==> src/design/mps_pkg.sv <==
package mps_pkg;
  // ----------------------------------------------------------------
  // Clock and timing
  // ----------------------------------------------------------------
  localparam int unsigned CLK_HZ = 20000000;
  localparam int unsigned CLK_PERIOD_NS = 50;
  localparam int unsigned WAKE_NS = 10000;
  localparam int unsigned WAKE_CYCLES = (WAKE_NS + CLK_PERIOD_NS - 1) / CLK_PERIOD_NS;
  localparam int unsigned PHASE_FMAX_HZ = 1500000;
  localparam int unsigned PHASE_FMIN_HZ = 200000;
  localparam int unsigned PHASE_MIN_CYC = (CLK_HZ + PHASE_FMAX_HZ - 1) / PHASE_FMAX_HZ;
  localparam int unsigned PHASE_MAX_CYC = CLK_HZ / PHASE_FMIN_HZ;
  localparam int unsigned CNT_W = 16;

  // ----------------------------------------------------------------
  // Register map
  // ----------------------------------------------------------------
  localparam logic [7:0] CTRL_OFF = 8'h00;
  localparam logic [7:0] PERIOD_OFF = 8'h04;
  localparam logic [7:0] DUTY_OFF = 8'h08;
  localparam logic [7:0] STATUS_OFF = 8'h0C;

  localparam int unsigned CTRL_EN_BIT = 0;
  localparam int unsigned CTRL_EN2_BIT = 1;
  localparam int unsigned CTRL_MODE_LSB = 2;
  localparam int unsigned CTRL_FAST_BIT = 4;
  localparam int unsigned CTRL_TRI_BIT = 5;
  localparam int unsigned CTRL_SINGLE_BIT = 6;
  localparam int unsigned CTRL_W = 7;
  localparam logic [6:0] CTRL_RESET = 7'h00;
  localparam logic [15:0] PERIOD_RESET = 16'h0028;
  localparam logic [15:0] DUTY_RESET = 16'h0004;

  localparam int unsigned STAT_STATE_LSB = 0;
  localparam int unsigned STAT_MODE_LSB = 4;
  localparam int unsigned STAT_FAST_BIT = 6;
  localparam int unsigned STAT_CLAMP_BIT = 7;

  // ----------------------------------------------------------------
  // Driver modes, as driven on the mode strap
  // ----------------------------------------------------------------
  typedef enum logic [1:0] {
    MPS_DUAL = 2'h0,
    MPS_DOUBLER = 2'h1,
    MPS_QUAD = 2'h2
  } mps_mode_e;

  typedef enum logic [3:0] {
    MPS_OFF = 4'h1,
    MPS_WAKE = 4'h2,
    MPS_RUN = 4'h4,
    MPS_TRI = 4'h8
  } mps_state_e;
endpackage : mps_pkg

==> src/design/mps_host.sv <==
// How it works
// - Quad mode: one pulse input, four phases a quarter period apart.
// - Single phase: second enable low, dual mode, second pulse input open.
// - Pulses are honoured only ten microseconds after primary enable rises.
// - Each phase switches between 200 kHz and 1.5 MHz; in quad mode periods under 16 give 12-cycle phases, 1.67 MHz.
// - Quad mode uses only fast tri-level signalling.
`timescale 1ns/1ns
module mps_host (
  input wire logic pclk,
  input wire logic presetn,
  input wire logic psel,
  input wire logic penable,
  input wire logic pwrite,
  input wire logic [7:0] paddr,
  input wire logic [31:0] pwdata,
  output logic [31:0] prdata,
  output logic pready,
  output logic pslverr,
  output logic primary_phase_enable,
  output logic second_phase_enable,
  output logic first_pulse_input_out,
  output logic first_pulse_input_oe,
  output logic second_pulse_input_out,
  output logic second_pulse_input_oe,
  output logic mode_strap_out,
  output logic mode_strap_oe,
  output logic fast_tri_level_signalling
);
  // ----------------------------------------------------------------
  // Helpers
  // ----------------------------------------------------------------
  function automatic logic [15:0] clamp_phase(input logic [15:0] p);
    if (p < 16'(mps_pkg::PHASE_MIN_CYC))
      return 16'(mps_pkg::PHASE_MIN_CYC);
    else if (p > 16'(mps_pkg::PHASE_MAX_CYC))
      return 16'(mps_pkg::PHASE_MAX_CYC);
    else
      return p;
  endfunction : clamp_phase

  function automatic logic [1:0] mode_shift(input logic [1:0] m);
    case (m)
      mps_pkg::MPS_DOUBLER: return 2'h1;
      mps_pkg::MPS_QUAD: return 2'h2;
      default: return 2'h0;
    endcase
  endfunction : mode_shift

  // ----------------------------------------------------------------
  // Register bus
  // ----------------------------------------------------------------
  logic [6:0] ctrl;
  logic [15:0] period;
  logic [15:0] duty;
  logic [1:0] mode_q;
  logic fast_q;
  mps_pkg::mps_state_e state;
  mps_pkg::mps_state_e next_state;
  logic [15:0] wake_cnt;
  logic [15:0] next_wake_cnt;

  wire access = psel && penable;
  wire do_write = access && pready && pwrite;
  wire hit_ctrl = (paddr == mps_pkg::CTRL_OFF);
  wire hit_period = (paddr == mps_pkg::PERIOD_OFF);
  wire hit_duty = (paddr == mps_pkg::DUTY_OFF);
  wire hit_status = (paddr == mps_pkg::STATUS_OFF);
  wire mapped = hit_ctrl || hit_period || hit_duty || hit_status;

  wire ctrl_en = ctrl[mps_pkg::CTRL_EN_BIT];
  wire [1:0] ctrl_mode = ctrl[mps_pkg::CTRL_MODE_LSB +: 2];
  wire ctrl_tri = ctrl[mps_pkg::CTRL_TRI_BIT];
  wire ctrl_single = ctrl[mps_pkg::CTRL_SINGLE_BIT];

  // Quad mode is forced to fast signalling
  wire want_fast = ctrl[mps_pkg::CTRL_FAST_BIT] || (ctrl_mode == mps_pkg::MPS_QUAD);
  // Single phase forces dual mode
  wire [1:0] want_mode = ctrl_single ? mps_pkg::MPS_DUAL : ctrl_mode;

  wire [15:0] phase_per = clamp_phase(period);
  wire clamped = (phase_per != period);
  // Input rate is phase rate times the number of phases served
  wire [15:0] in_per = phase_per >> mode_shift(mode_q);
  wire [15:0] in_high = (duty < in_per) ? duty : in_per - 16'h0001;

  wire [31:0] status_word = {24'h000000, clamped, fast_q, mode_q, state};
  wire [31:0] read_word = hit_ctrl ? {25'h0, ctrl} :
                          hit_period ? {16'h0000, period} :
                          hit_duty ? {16'h0000, duty} :
                          hit_status ? status_word : 32'h00000000;

  always_ff @(posedge pclk or negedge presetn)
  begin
    if (!presetn)
    begin
      pready <= 1'b0;
      prdata <= 32'h00000000;
      pslverr <= 1'b0;
    end
    else
    begin
      pready <= access && !pready;
      prdata <= (access && !pready && !pwrite) ? read_word : 32'h00000000;
      pslverr <= access && !pready && !mapped;
    end
  end

  always_ff @(posedge pclk or negedge presetn)
  begin
    if (!presetn)
    begin
      ctrl <= mps_pkg::CTRL_RESET;
      period <= mps_pkg::PERIOD_RESET;
      duty <= mps_pkg::DUTY_RESET;
    end
    else if (do_write)
    begin
      if (hit_ctrl)
        ctrl <= pwdata[mps_pkg::CTRL_W-1:0];
      if (hit_period)
        period <= pwdata[15:0];
      if (hit_duty)
        duty <= pwdata[15:0];
    end
  end

  // ----------------------------------------------------------------
  // Enable sequencing
  // ----------------------------------------------------------------
  wire wake_done = (wake_cnt >= 16'(mps_pkg::WAKE_CYCLES) - 16'h0001);

  always_comb
  begin
    next_state = state;
    next_wake_cnt = 16'h0000;
    case (state)
      mps_pkg::MPS_OFF:
        if (ctrl_en)
          next_state = mps_pkg::MPS_WAKE;
      mps_pkg::MPS_WAKE:
      begin
        next_wake_cnt = wake_cnt + 16'h0001;
        // Device ignores pulses until wake time has passed
        if (!ctrl_en)
          next_state = mps_pkg::MPS_OFF;
        else if (wake_done)
          next_state = ctrl_tri ? mps_pkg::MPS_TRI : mps_pkg::MPS_RUN;
      end
      mps_pkg::MPS_RUN:
        if (!ctrl_en)
          next_state = mps_pkg::MPS_OFF;
        else if (ctrl_tri)
          next_state = mps_pkg::MPS_TRI;
      mps_pkg::MPS_TRI:
        if (!ctrl_en)
          next_state = mps_pkg::MPS_OFF;
        else if (!ctrl_tri)
          next_state = mps_pkg::MPS_RUN;
      default:
        next_state = mps_pkg::MPS_OFF;
    endcase
  end

  always_ff @(posedge pclk or negedge presetn)
  begin
    if (!presetn)
    begin
      state <= mps_pkg::MPS_OFF;
      wake_cnt <= 16'h0000;
    end
    else
    begin
      state <= next_state;
      wake_cnt <= next_wake_cnt;
    end
  end

  // Straps follow software only while the device is disabled
  always_ff @(posedge pclk or negedge presetn)
  begin
    if (!presetn)
    begin
      mode_q <= mps_pkg::MPS_DUAL;
      fast_q <= 1'b0;
    end
    else if (state == mps_pkg::MPS_OFF)
    begin
      mode_q <= want_mode;
      fast_q <= want_fast;
    end
  end

  // ----------------------------------------------------------------
  // Pulse generation
  // ----------------------------------------------------------------
  wire running = (state == mps_pkg::MPS_RUN);
  wire dual = (mode_q == mps_pkg::MPS_DUAL);
  wire pulse_a;
  wire pulse_b;

  // Leaving tri-state restarts the counters, so rotation resumes aligned
  mps_pulse_gen #(.CNT_W(mps_pkg::CNT_W)) u_gen_a (
    .pclk(pclk),
    .presetn(presetn),
    .run(running),
    .period(in_per),
    .high_time(in_high),
    .pulse(pulse_a)
  );

  // Second input used in dual mode only, in step with the first
  mps_pulse_gen #(.CNT_W(mps_pkg::CNT_W)) u_gen_b (
    .pclk(pclk),
    .presetn(presetn),
    .run(running && dual && !ctrl_single && (state == next_state)),
    .period(in_per),
    .high_time(in_high),
    .pulse(pulse_b)
  );

  // ----------------------------------------------------------------
  // Pin drivers
  // ----------------------------------------------------------------
  always_ff @(posedge pclk or negedge presetn)
  begin
    if (!presetn)
    begin
      primary_phase_enable <= 1'b0;
      second_phase_enable <= 1'b0;
      first_pulse_input_out <= 1'b0;
      first_pulse_input_oe <= 1'b0;
      second_pulse_input_out <= 1'b0;
      second_pulse_input_oe <= 1'b0;
      mode_strap_out <= 1'b0;
      mode_strap_oe <= 1'b1;
      fast_tri_level_signalling <= 1'b0;
    end
    else
    begin
      primary_phase_enable <= (state != mps_pkg::MPS_OFF);
      // Second enable only in dual mode, never for single phase
      second_phase_enable <= dual && !ctrl_single && (state != mps_pkg::MPS_OFF);
      first_pulse_input_out <= running && pulse_a;
      // Released line reads as tri-state; pull-up brings fast mode high
      first_pulse_input_oe <= running;
      second_pulse_input_out <= running && dual && pulse_b;
      second_pulse_input_oe <= running && dual && !ctrl_single;
      mode_strap_out <= (mode_q == mps_pkg::MPS_DOUBLER);
      mode_strap_oe <= (mode_q != mps_pkg::MPS_QUAD);
      fast_tri_level_signalling <= fast_q;
    end
  end
endmodule : mps_host

==> src/design/mps_pulse_gen.sv <==
`timescale 1ns/1ns
module mps_pulse_gen #(
  parameter int unsigned CNT_W = 16
) (
  input wire logic pclk,
  input wire logic presetn,
  input wire logic run,
  input wire logic [CNT_W-1:0] period,
  input wire logic [CNT_W-1:0] high_time,
  output logic pulse
);
  logic [CNT_W-1:0] count;
  logic [CNT_W-1:0] next_count;
  logic wrap;

  assign wrap = (count >= period - CNT_W'(1));
  assign next_count = (!run || wrap) ? '0 : count + CNT_W'(1);

  // Restart at count zero so the first pulse follows each resume at once
  always_ff @(posedge pclk or negedge presetn)
  begin
    if (!presetn)
    begin
      count <= '0;
      pulse <= 1'b0;
    end
    else
    begin
      count <= next_count;
      pulse <= run && (next_count < high_time);
    end
  end
endmodule : mps_pulse_gen

==> config.mk <==
export PLATFORM = sky130hd
export DESIGN_NAME = mps_host
export DESIGN_NICKNAME = d
export VERILOG_FILES = /design/src/design/mps_pkg.sv /design/src/design/mps_host.sv /design/src/design/mps_pulse_gen.sv
export SDC_FILE = /design/constraint.sdc
export NUM_CORES = 1
export LEC_CHECK = 0
export BUFFER_PORTS_ARGS = -buffer_cell sky130_fd_sc_hd__buf_2
export CAP_MARGIN = 20
export CORE_ASPECT_RATIO = 1.4
export CORE_UTILIZATION = 57
export DETAILED_ROUTE_END_ITERATION = 8
export PLACE_DENSITY = 0.78
export SLEW_MARGIN = 20
export SYNTH_ARGS = -nofsm -noshare
export SYNTH_HDL_FRONTEND = slang
export SYNTH_SLANG_ARGS = --single-unit
==> constraint.sdc <==
create_clock -name pclk -period 12.4 [get_ports pclk]
set_clock_uncertainty 0.1 [all_clocks]
set_input_delay 2.48 -clock pclk [delete_from_list [all_inputs] [get_ports pclk]]
set_output_delay 2.48 -clock pclk [all_outputs]
set_load 0.05 [all_outputs]
Word level (Yosys, flattened, before mapping)
Index checks and enable logic that the tools add are counted.
{"block": "word_totals", "regBits": 123, "input_bits": 45, "out_inout_bits": 43}
{"block": "op_classes", "n_addsub": 4, "magnitude_cmp": 8, "eq_ne": 14, "shifts": 1, "mux": 22, "n_reduce_logical": 32}
{"op": "$mux 16", "n": 10}
{"op": "$add 16x1->16 const B", "n": 3}
{"op": "$lt 16x16->1", "n": 3}
{"op": "$ge 16x16->1", "n": 2}
{"op": "$mux 4", "n": 8}
{"op": "$eq 8x4->1 const B", "n": 2}
{"op": "$ge 16x8->1 const B", "n": 1}
{"op": "$gt 16x7->1 const B", "n": 1}
{"op": "$lt 16x4->1 const B", "n": 1}
{"op": "$ne 16x16->1", "n": 1}
{"op": "$pmux 4 s4", "n": 1}
{"op": "$shr 16x2->16", "n": 1}
{"op": "$sub 16x1->16 const B", "n": 1}
{"op": "$logic_and 1x1->1", "n": 15}
{"op": "$eq 8x3->1 const B", "n": 1}
{"op": "$logic_not 8->1", "n": 1}
{"op": "$mux 8", "n": 1}
{"op": "$logic_not 1->1", "n": 6}
{"op": "$logic_or 1x1->1", "n": 6}
{"op": "$reduce_and 2->1", "n": 3}
{"op": "$eq 2x2->1 const B", "n": 2}
{"op": "$eq 4x1->1 const B", "n": 1}
{"op": "$eq 4x2->1 const B", "n": 1}
{"op": "$eq 4x3->1 const B", "n": 1}
{"op": "8 further kinds", "n": 8}

Longest topological paths before layout
{"block": "logic_depth", "word_depth": 11, "mapped_depth": 29}

Cells and area by module
Synthesis repeated with hierarchy kept, for this count alone.
{"block": "unflattened", "hier_cells": 861, "hier_area_um2": 8386.8}
{"mod": "mps_host", "instances": 1, "cells_each": 448, "area_each_um2": 4797.1, "seq_area_each_um2": 2233.4}
{"mod": "mps_pulse_gen at u_gen_b", "instances": 1, "cells_each": 206, "area_each_um2": 1805.5, "seq_area_each_um2": 425.4}
{"mod": "mps_pulse_gen at u_gen_a", "instances": 1, "cells_each": 207, "area_each_um2": 1784.2, "seq_area_each_um2": 425.4}

Worst setup path after synthesis
Ideal clock, no wire load.
{"block": "synth_timing", "path_type": "flip-flop to flip-flop", "start": "register period[13]", "end": "register u_gen_b.pulse", "setup_time_ns": 0.077, "arrival_ns": 6.259, "required_time_ns": 12.223, "path_slack_ns": 5.964, "stages_incl_launch_ff": 30, "n_path_buf": 3, "period_less_slack_ns": 6.436, "path_cell_list": "dfrtp_1 -> or4_4 -> or3_1 -> buf_6 -> buf_6 -> nor2_1 -> a31oi_1 -> a31o_2 -> ha_1 -> o211ai_1 -> nor4_1 -> o21a_1 -> ha_1 -> nand3_1 -> o21ai_0 -> a211oi_1 -> maj3_1 -> o21ai_1 -> clkbuf_1 -> nor2_1 -> ha_1 -> a21o_1 -> a21o_1 -> a21o_1 -> a21o_1 -> a21o_1 -> a21o_1 -> a2111oi_0 -> o311ai_0 -> o21ai_1"}
{"block": "synth_via", "elab_chain_len": 10, "word_cells_on_any_way": 13, "cone_classes": "add/sub: 1; order compare: 5; shift: 1; mux: 4; reduce/logical: 2"}
{"item": "start: declaration", "line": "mps_host.sv:53", "source": "logic [15:0] period;"}
{"item": "start signal: assignment", "line": "mps_host.sv:113", "source": "period <= mps_pkg::PERIOD_RESET;"}
{"item": "start signal: assignment", "line": "mps_host.sv:121", "source": "period <= pwdata[15:0];"}
{"item": "$gt 16x7->1", "line": "mps_host.sv:35", "source": "else if (p > 16'(mps_pkg::PHASE_MAX_CYC))"}
{"item": "$mux 16", "line": "mps_host.sv:35"}
{"item": "$mux 16 (*)", "line": "mps_host.sv:33", "source": "if (p < 16'(mps_pkg::PHASE_MIN_CYC))"}
{"item": "$shr 16x2->16 (*)", "line": "mps_host.sv:83", "source": "wire [15:0] in_per = phase_per >> mode_shift(mode_q);"}
{"item": "$sub 16x1->16 (*)", "line": "mps_pulse_gen.sv:16", "source": "assign wrap = (count >= period - CNT_W'(1));"}
{"item": "$ge 16x16->1 (*)", "line": "mps_pulse_gen.sv:16"}
{"item": "$logic_or 1x1->1 (*)", "line": "mps_pulse_gen.sv:17", "source": "assign next_count = (!run || wrap) ? '0 : count + CNT_W'(1);"}
{"item": "$mux 16 (*)", "line": "mps_pulse_gen.sv:17"}
{"item": "net u_gen_b.next_count[8]", "line": "mps_pulse_gen.sv:13", "source": "logic [CNT_W-1:0] next_count;"}
{"item": "$lt 16x16->1 (*)", "line": "mps_pulse_gen.sv:30", "source": "pulse <= run && (next_count < high_time);"}
{"item": "$logic_and 1x1->1 (*)", "line": "mps_pulse_gen.sv:30"}
{"item": "end signal: assignment", "line": "mps_pulse_gen.sv:30"}
{"item": "end: declaration", "line": "mps_pulse_gen.sv:10", "source": "output logic pulse"}
The timed path passes the listed nets; every way through them passes the cells marked *.
A chain may end at the register's enable or synchronous reset.

Final worst setup path
Ends and elaborated chain as after synthesis.

==> results.toml <==
[logic_synthesis]
synth_top_cell_by_area = "sky130_fd_sc_hd__dfrtp_1"
synth_top_area_share = 0.381
synth.most_common_cell = "sky130_fd_sc_hd__dfrtp_1"
syn-cell-area_um2 = 7760
post_synthesis_async_set_or_reset_flop_share = 1.00
netlist_top_cells_count = "118 x sky130_fd_sc_hd__dfrtp_1, 90 x sky130_fd_sc_hd__nor2_1, 70 x sky130_fd_sc_hd__ha_1"
synth_top_flop_cell = "sky130_fd_sc_hd__dfrtp_1"
ys_types = 75
avgSynthCellArea_um2 = 9.76
ys_top_cells_by_area = "sky130_fd_sc_hd__dfrtp_1 38%, sky130_fd_sc_hd__ha_1 11%, sky130_fd_sc_hd__mux2_2 6.5%"
post_synthesis_sequential_element_count = 123
synth_edf_count = 0
ys.warnings.count = 0
yosysSeqAreaShare = 0.398
synthCells = 795

[critical_path]
timing.critical_path.from_type = "register"
critical_path_arrival_ps = 7780
worst_path_most_repeated_cell = "sky130_fd_sc_hd__a21o_1"
timing.reg2reg.worst_path_depth = 26
required_ps = 12640
critical_path_peak_fanout = 16
timing.critical_path.buf_inv = 0
worst_r2r_endpoint = "u_gen_b.pulse"
worstSetupPathType = "reg2reg"
cpPeakStageDelay_ps = 630
cpLargestDelayFamily = "compound AO/OA/AOI/OAI gates"
crit_slowest_cell = "sky130_fd_sc_hd__or3_1"
setup.worst_path.end_class = "register"
reg2reg_from = "period[13]"
r2r_slack_ps = 4850

[sta]
totalNegativeSetupSlack_ps = 0
timing.final.crit_share = 0.608
max-slew-margin-rel = 0.364
finalHoldViolCount = 0
slew_violations = 0
achievable-frequency_ghz = 0.133
tightest_slew_ps = 955
unrepaired_setup_endpoints_after_global_routing = "false"
worst_slack_ps = 4850
layout_min_cycle_time_ps = 7550
final-setup-viol-count = 0

[grt]
pin_count_of_the_biggest_net_entering_global_routing = 75
grt_overflow_total = 0
grt_antenna_before_repair = 0
grt_first_pass_wirelength_um = 29800
grt_use_total = 0.275
grt_pass1_vias = 6156

[die]
die_area_um2 = 14100
fp-row-count = 50
dieWidth_um = 101
initial_core_util = 0.582
floorplan.core_area_um2 = 13300
die_y_um = 140
ioPinCount = 88

[placed_design]
post-dp-hpwl_um = 13400
port_buffers = 55
preCtsSetupSlack_ps = 4640
place.gp.congestion = 0.889

[cts]
cts_hold_buffers = 0
postCtsResizedCells = 0
clockBufferDepth = 2
clkLatencyLatePin_ps = 420
ctsHtreeMaxLevel = 4
cts_made_buffers = 17
clkSinkCount = 123
post-cts-setup-buffers = 0
tritoncts = "built"
cts.root.buffer_cell = "sky130_fd_sc_hd__clkbuf_16"
clkTransAtPathRegs_ps = 60

[power_and_ir_drop]
power.ir.vdd_worst_mv = 0.0837
report.power.total_uw = 949
p_switching_uw = 234
pwr-share-seq = 0.425
power.clock.fraction = 0.524
power_per_cell_area_nw_per_um2 = 109
combinationalPowerShare = 0.050
switching_share = 0.247
total_leakage_power_uw = 0.00429
cell_internal_pwr_uw = 715

[routing]
wl_per_cell_um = 17.4
first_iter_violations = 346
drt-total-wl_um = 18300
via_per_inst = 5.82
met3_wirelength_um = 714
topRoutingLayerUsed = "met4"
antenna_violating_nets_post_route = 0
vias_post_dr = 6106
drt_pass1_iterations = 5
drc = 0
met1Wirelength_um = 7340
routed-wl-met2_um = 9520

[flow_run]
cap_violations = 0

[outcome]
outcome = "finished, final reports clean"

[worst_hold_path]
timing.hold.worst_path_depth = 1
holdCritStartpoint = "u_gen_a.pulse"
hold-path-endpoint = "first_pulse_input_out"
timing.hold.worst.class = "reg2reg"

[finish]
fillers = 1073
design.final.nets = 970
drive_gt1_frac = 0.187
layout-area-overhead-vs-synth_pct = 12.4
diodes = 0
-- cells by family after synthesis --
logic type | synth area share
XOR/XNOR | 0.0542
AO/OA/AOI/OAI | 0.143
other | 0.000968
AND/OR/NAND/NOR | 0.173
adder cells (fa/ha/maj) | 0.114
buffers and inverters | 0.0447
flip-flops | 0.398
multiplexers | 0.0723
-- worst max path at each step --
stage / slack (ps) / to / startpoint / cells past startpoint
finish: 4850 / u_gen_b.pulse / period[13] / 26
global route: 4480 / u_gen_b.pulse / mode_q[1] / 26
CTS: 4560 / u_gen_b.pulse / period[13] / 26
detailed placement: 4640 / u_gen_b.pulse / period[13] / 26
global placement: 4790 / u_gen_b.pulse / period[13] / 26
floorplan: 5960 / u_gen_b.pulse / period[13] / 29
-- worst reg2reg max path: stages, from the launching register on --
cell and delay (ps):
sky130_fd_sc_hd__dfrtp_1 400, sky130_fd_sc_hd__or4_4 590, sky130_fd_sc_hd__or3_1 630, sky130_fd_sc_hd__nor2_1 280
sky130_fd_sc_hd__a31oi_1 110, sky130_fd_sc_hd__a31o_2 300, sky130_fd_sc_hd__ha_1 250, sky130_fd_sc_hd__o211ai_1 150
sky130_fd_sc_hd__nor4_1 90, sky130_fd_sc_hd__o21a_1 250, sky130_fd_sc_hd__ha_1 310, sky130_fd_sc_hd__nand3_1 70
sky130_fd_sc_hd__o21ai_0 200, sky130_fd_sc_hd__a211oi_1 120, sky130_fd_sc_hd__maj3_1 350, sky130_fd_sc_hd__o21ai_2 550
sky130_fd_sc_hd__nor2_1 160, sky130_fd_sc_hd__ha_1 340, sky130_fd_sc_hd__a21o_1 160, sky130_fd_sc_hd__a21o_1 180
sky130_fd_sc_hd__a21o_1 180, sky130_fd_sc_hd__a21o_1 180, sky130_fd_sc_hd__a21o_1 170, sky130_fd_sc_hd__a21o_1 190
sky130_fd_sc_hd__a2111oi_0 620, sky130_fd_sc_hd__o311ai_0 330, sky130_fd_sc_hd__o21ai_1 180
-- sequential cells by signal, indices dropped and copies added (netlist names), 2 cells and up --
name	flops
ctrl	7
duty	16
mode_q	2
period	16
prdata	16
state	4
u_gen_a.count	16
u_gen_b.count	16
wake_cnt	16
-- placed cells by master (no fill, tap or decap), types with 23 or more instances in the layout --
master,count
sky130_fd_sc_hd__dfrtp_1,118
sky130_fd_sc_hd__nor2_1,90
sky130_fd_sc_hd__ha_1,70
sky130_fd_sc_hd__nand2_1,69
sky130_fd_sc_hd__buf_2,54
sky130_fd_sc_hd__mux2_2,45
sky130_fd_sc_hd__nand3_1,37
sky130_fd_sc_hd__conb_1,31
sky130_fd_sc_hd__a21oi_1,28
sky130_fd_sc_hd__xor2_1,25
sky130_fd_sc_hd__xnor2_1,23
-- per-layer routing --
metal	up-vias	GRT usage
li1	2928	-
met5	-	0
met2	165	0.479
met1	2966	0.318
met4	0	0.145
met3	47	0.0509
-- power groups by stage --
stage	clock network (uW)	logic, uW	registers (uW)
finish	497	47.9	404
global route	519	52.8	404
CTS	499	48.2	404
detailed placement	0	47.8	411
global placement	0	47.1	411
floorplan	0	32.2	412
-- through the flow --
step / hold slack (ps) / area, um2 / instances / util
floorplan: 274 / 7870 / 824 / -
global placement: 337 / 8130 / 1018 / 0.610
detailed placement: 336 / 8130 / 1018 / 0.610
CTS: 349 / 8720 / 1050 / 0.654
global route: 393 / 8720 / 1050 / 0.654
finish: 347 / 8720 / 1050 / 0.654
-- final cells by class --
class | count | area (um2) | area share
clock buffer | 18 | 429 | 0.0492
clock inverter | 14 | 161 | 0.0185
inverter | 23 | 86.3 | 0.00990
multi-input combinational | 633 | 4440 | 0.509
sequential | 123 | 3080 | 0.354
tap | 182 | 228 | 0.0261
timing repair buffer | 57 | 293 | 0.0336
No activity file was read; power rests on OpenSTA's default activity.
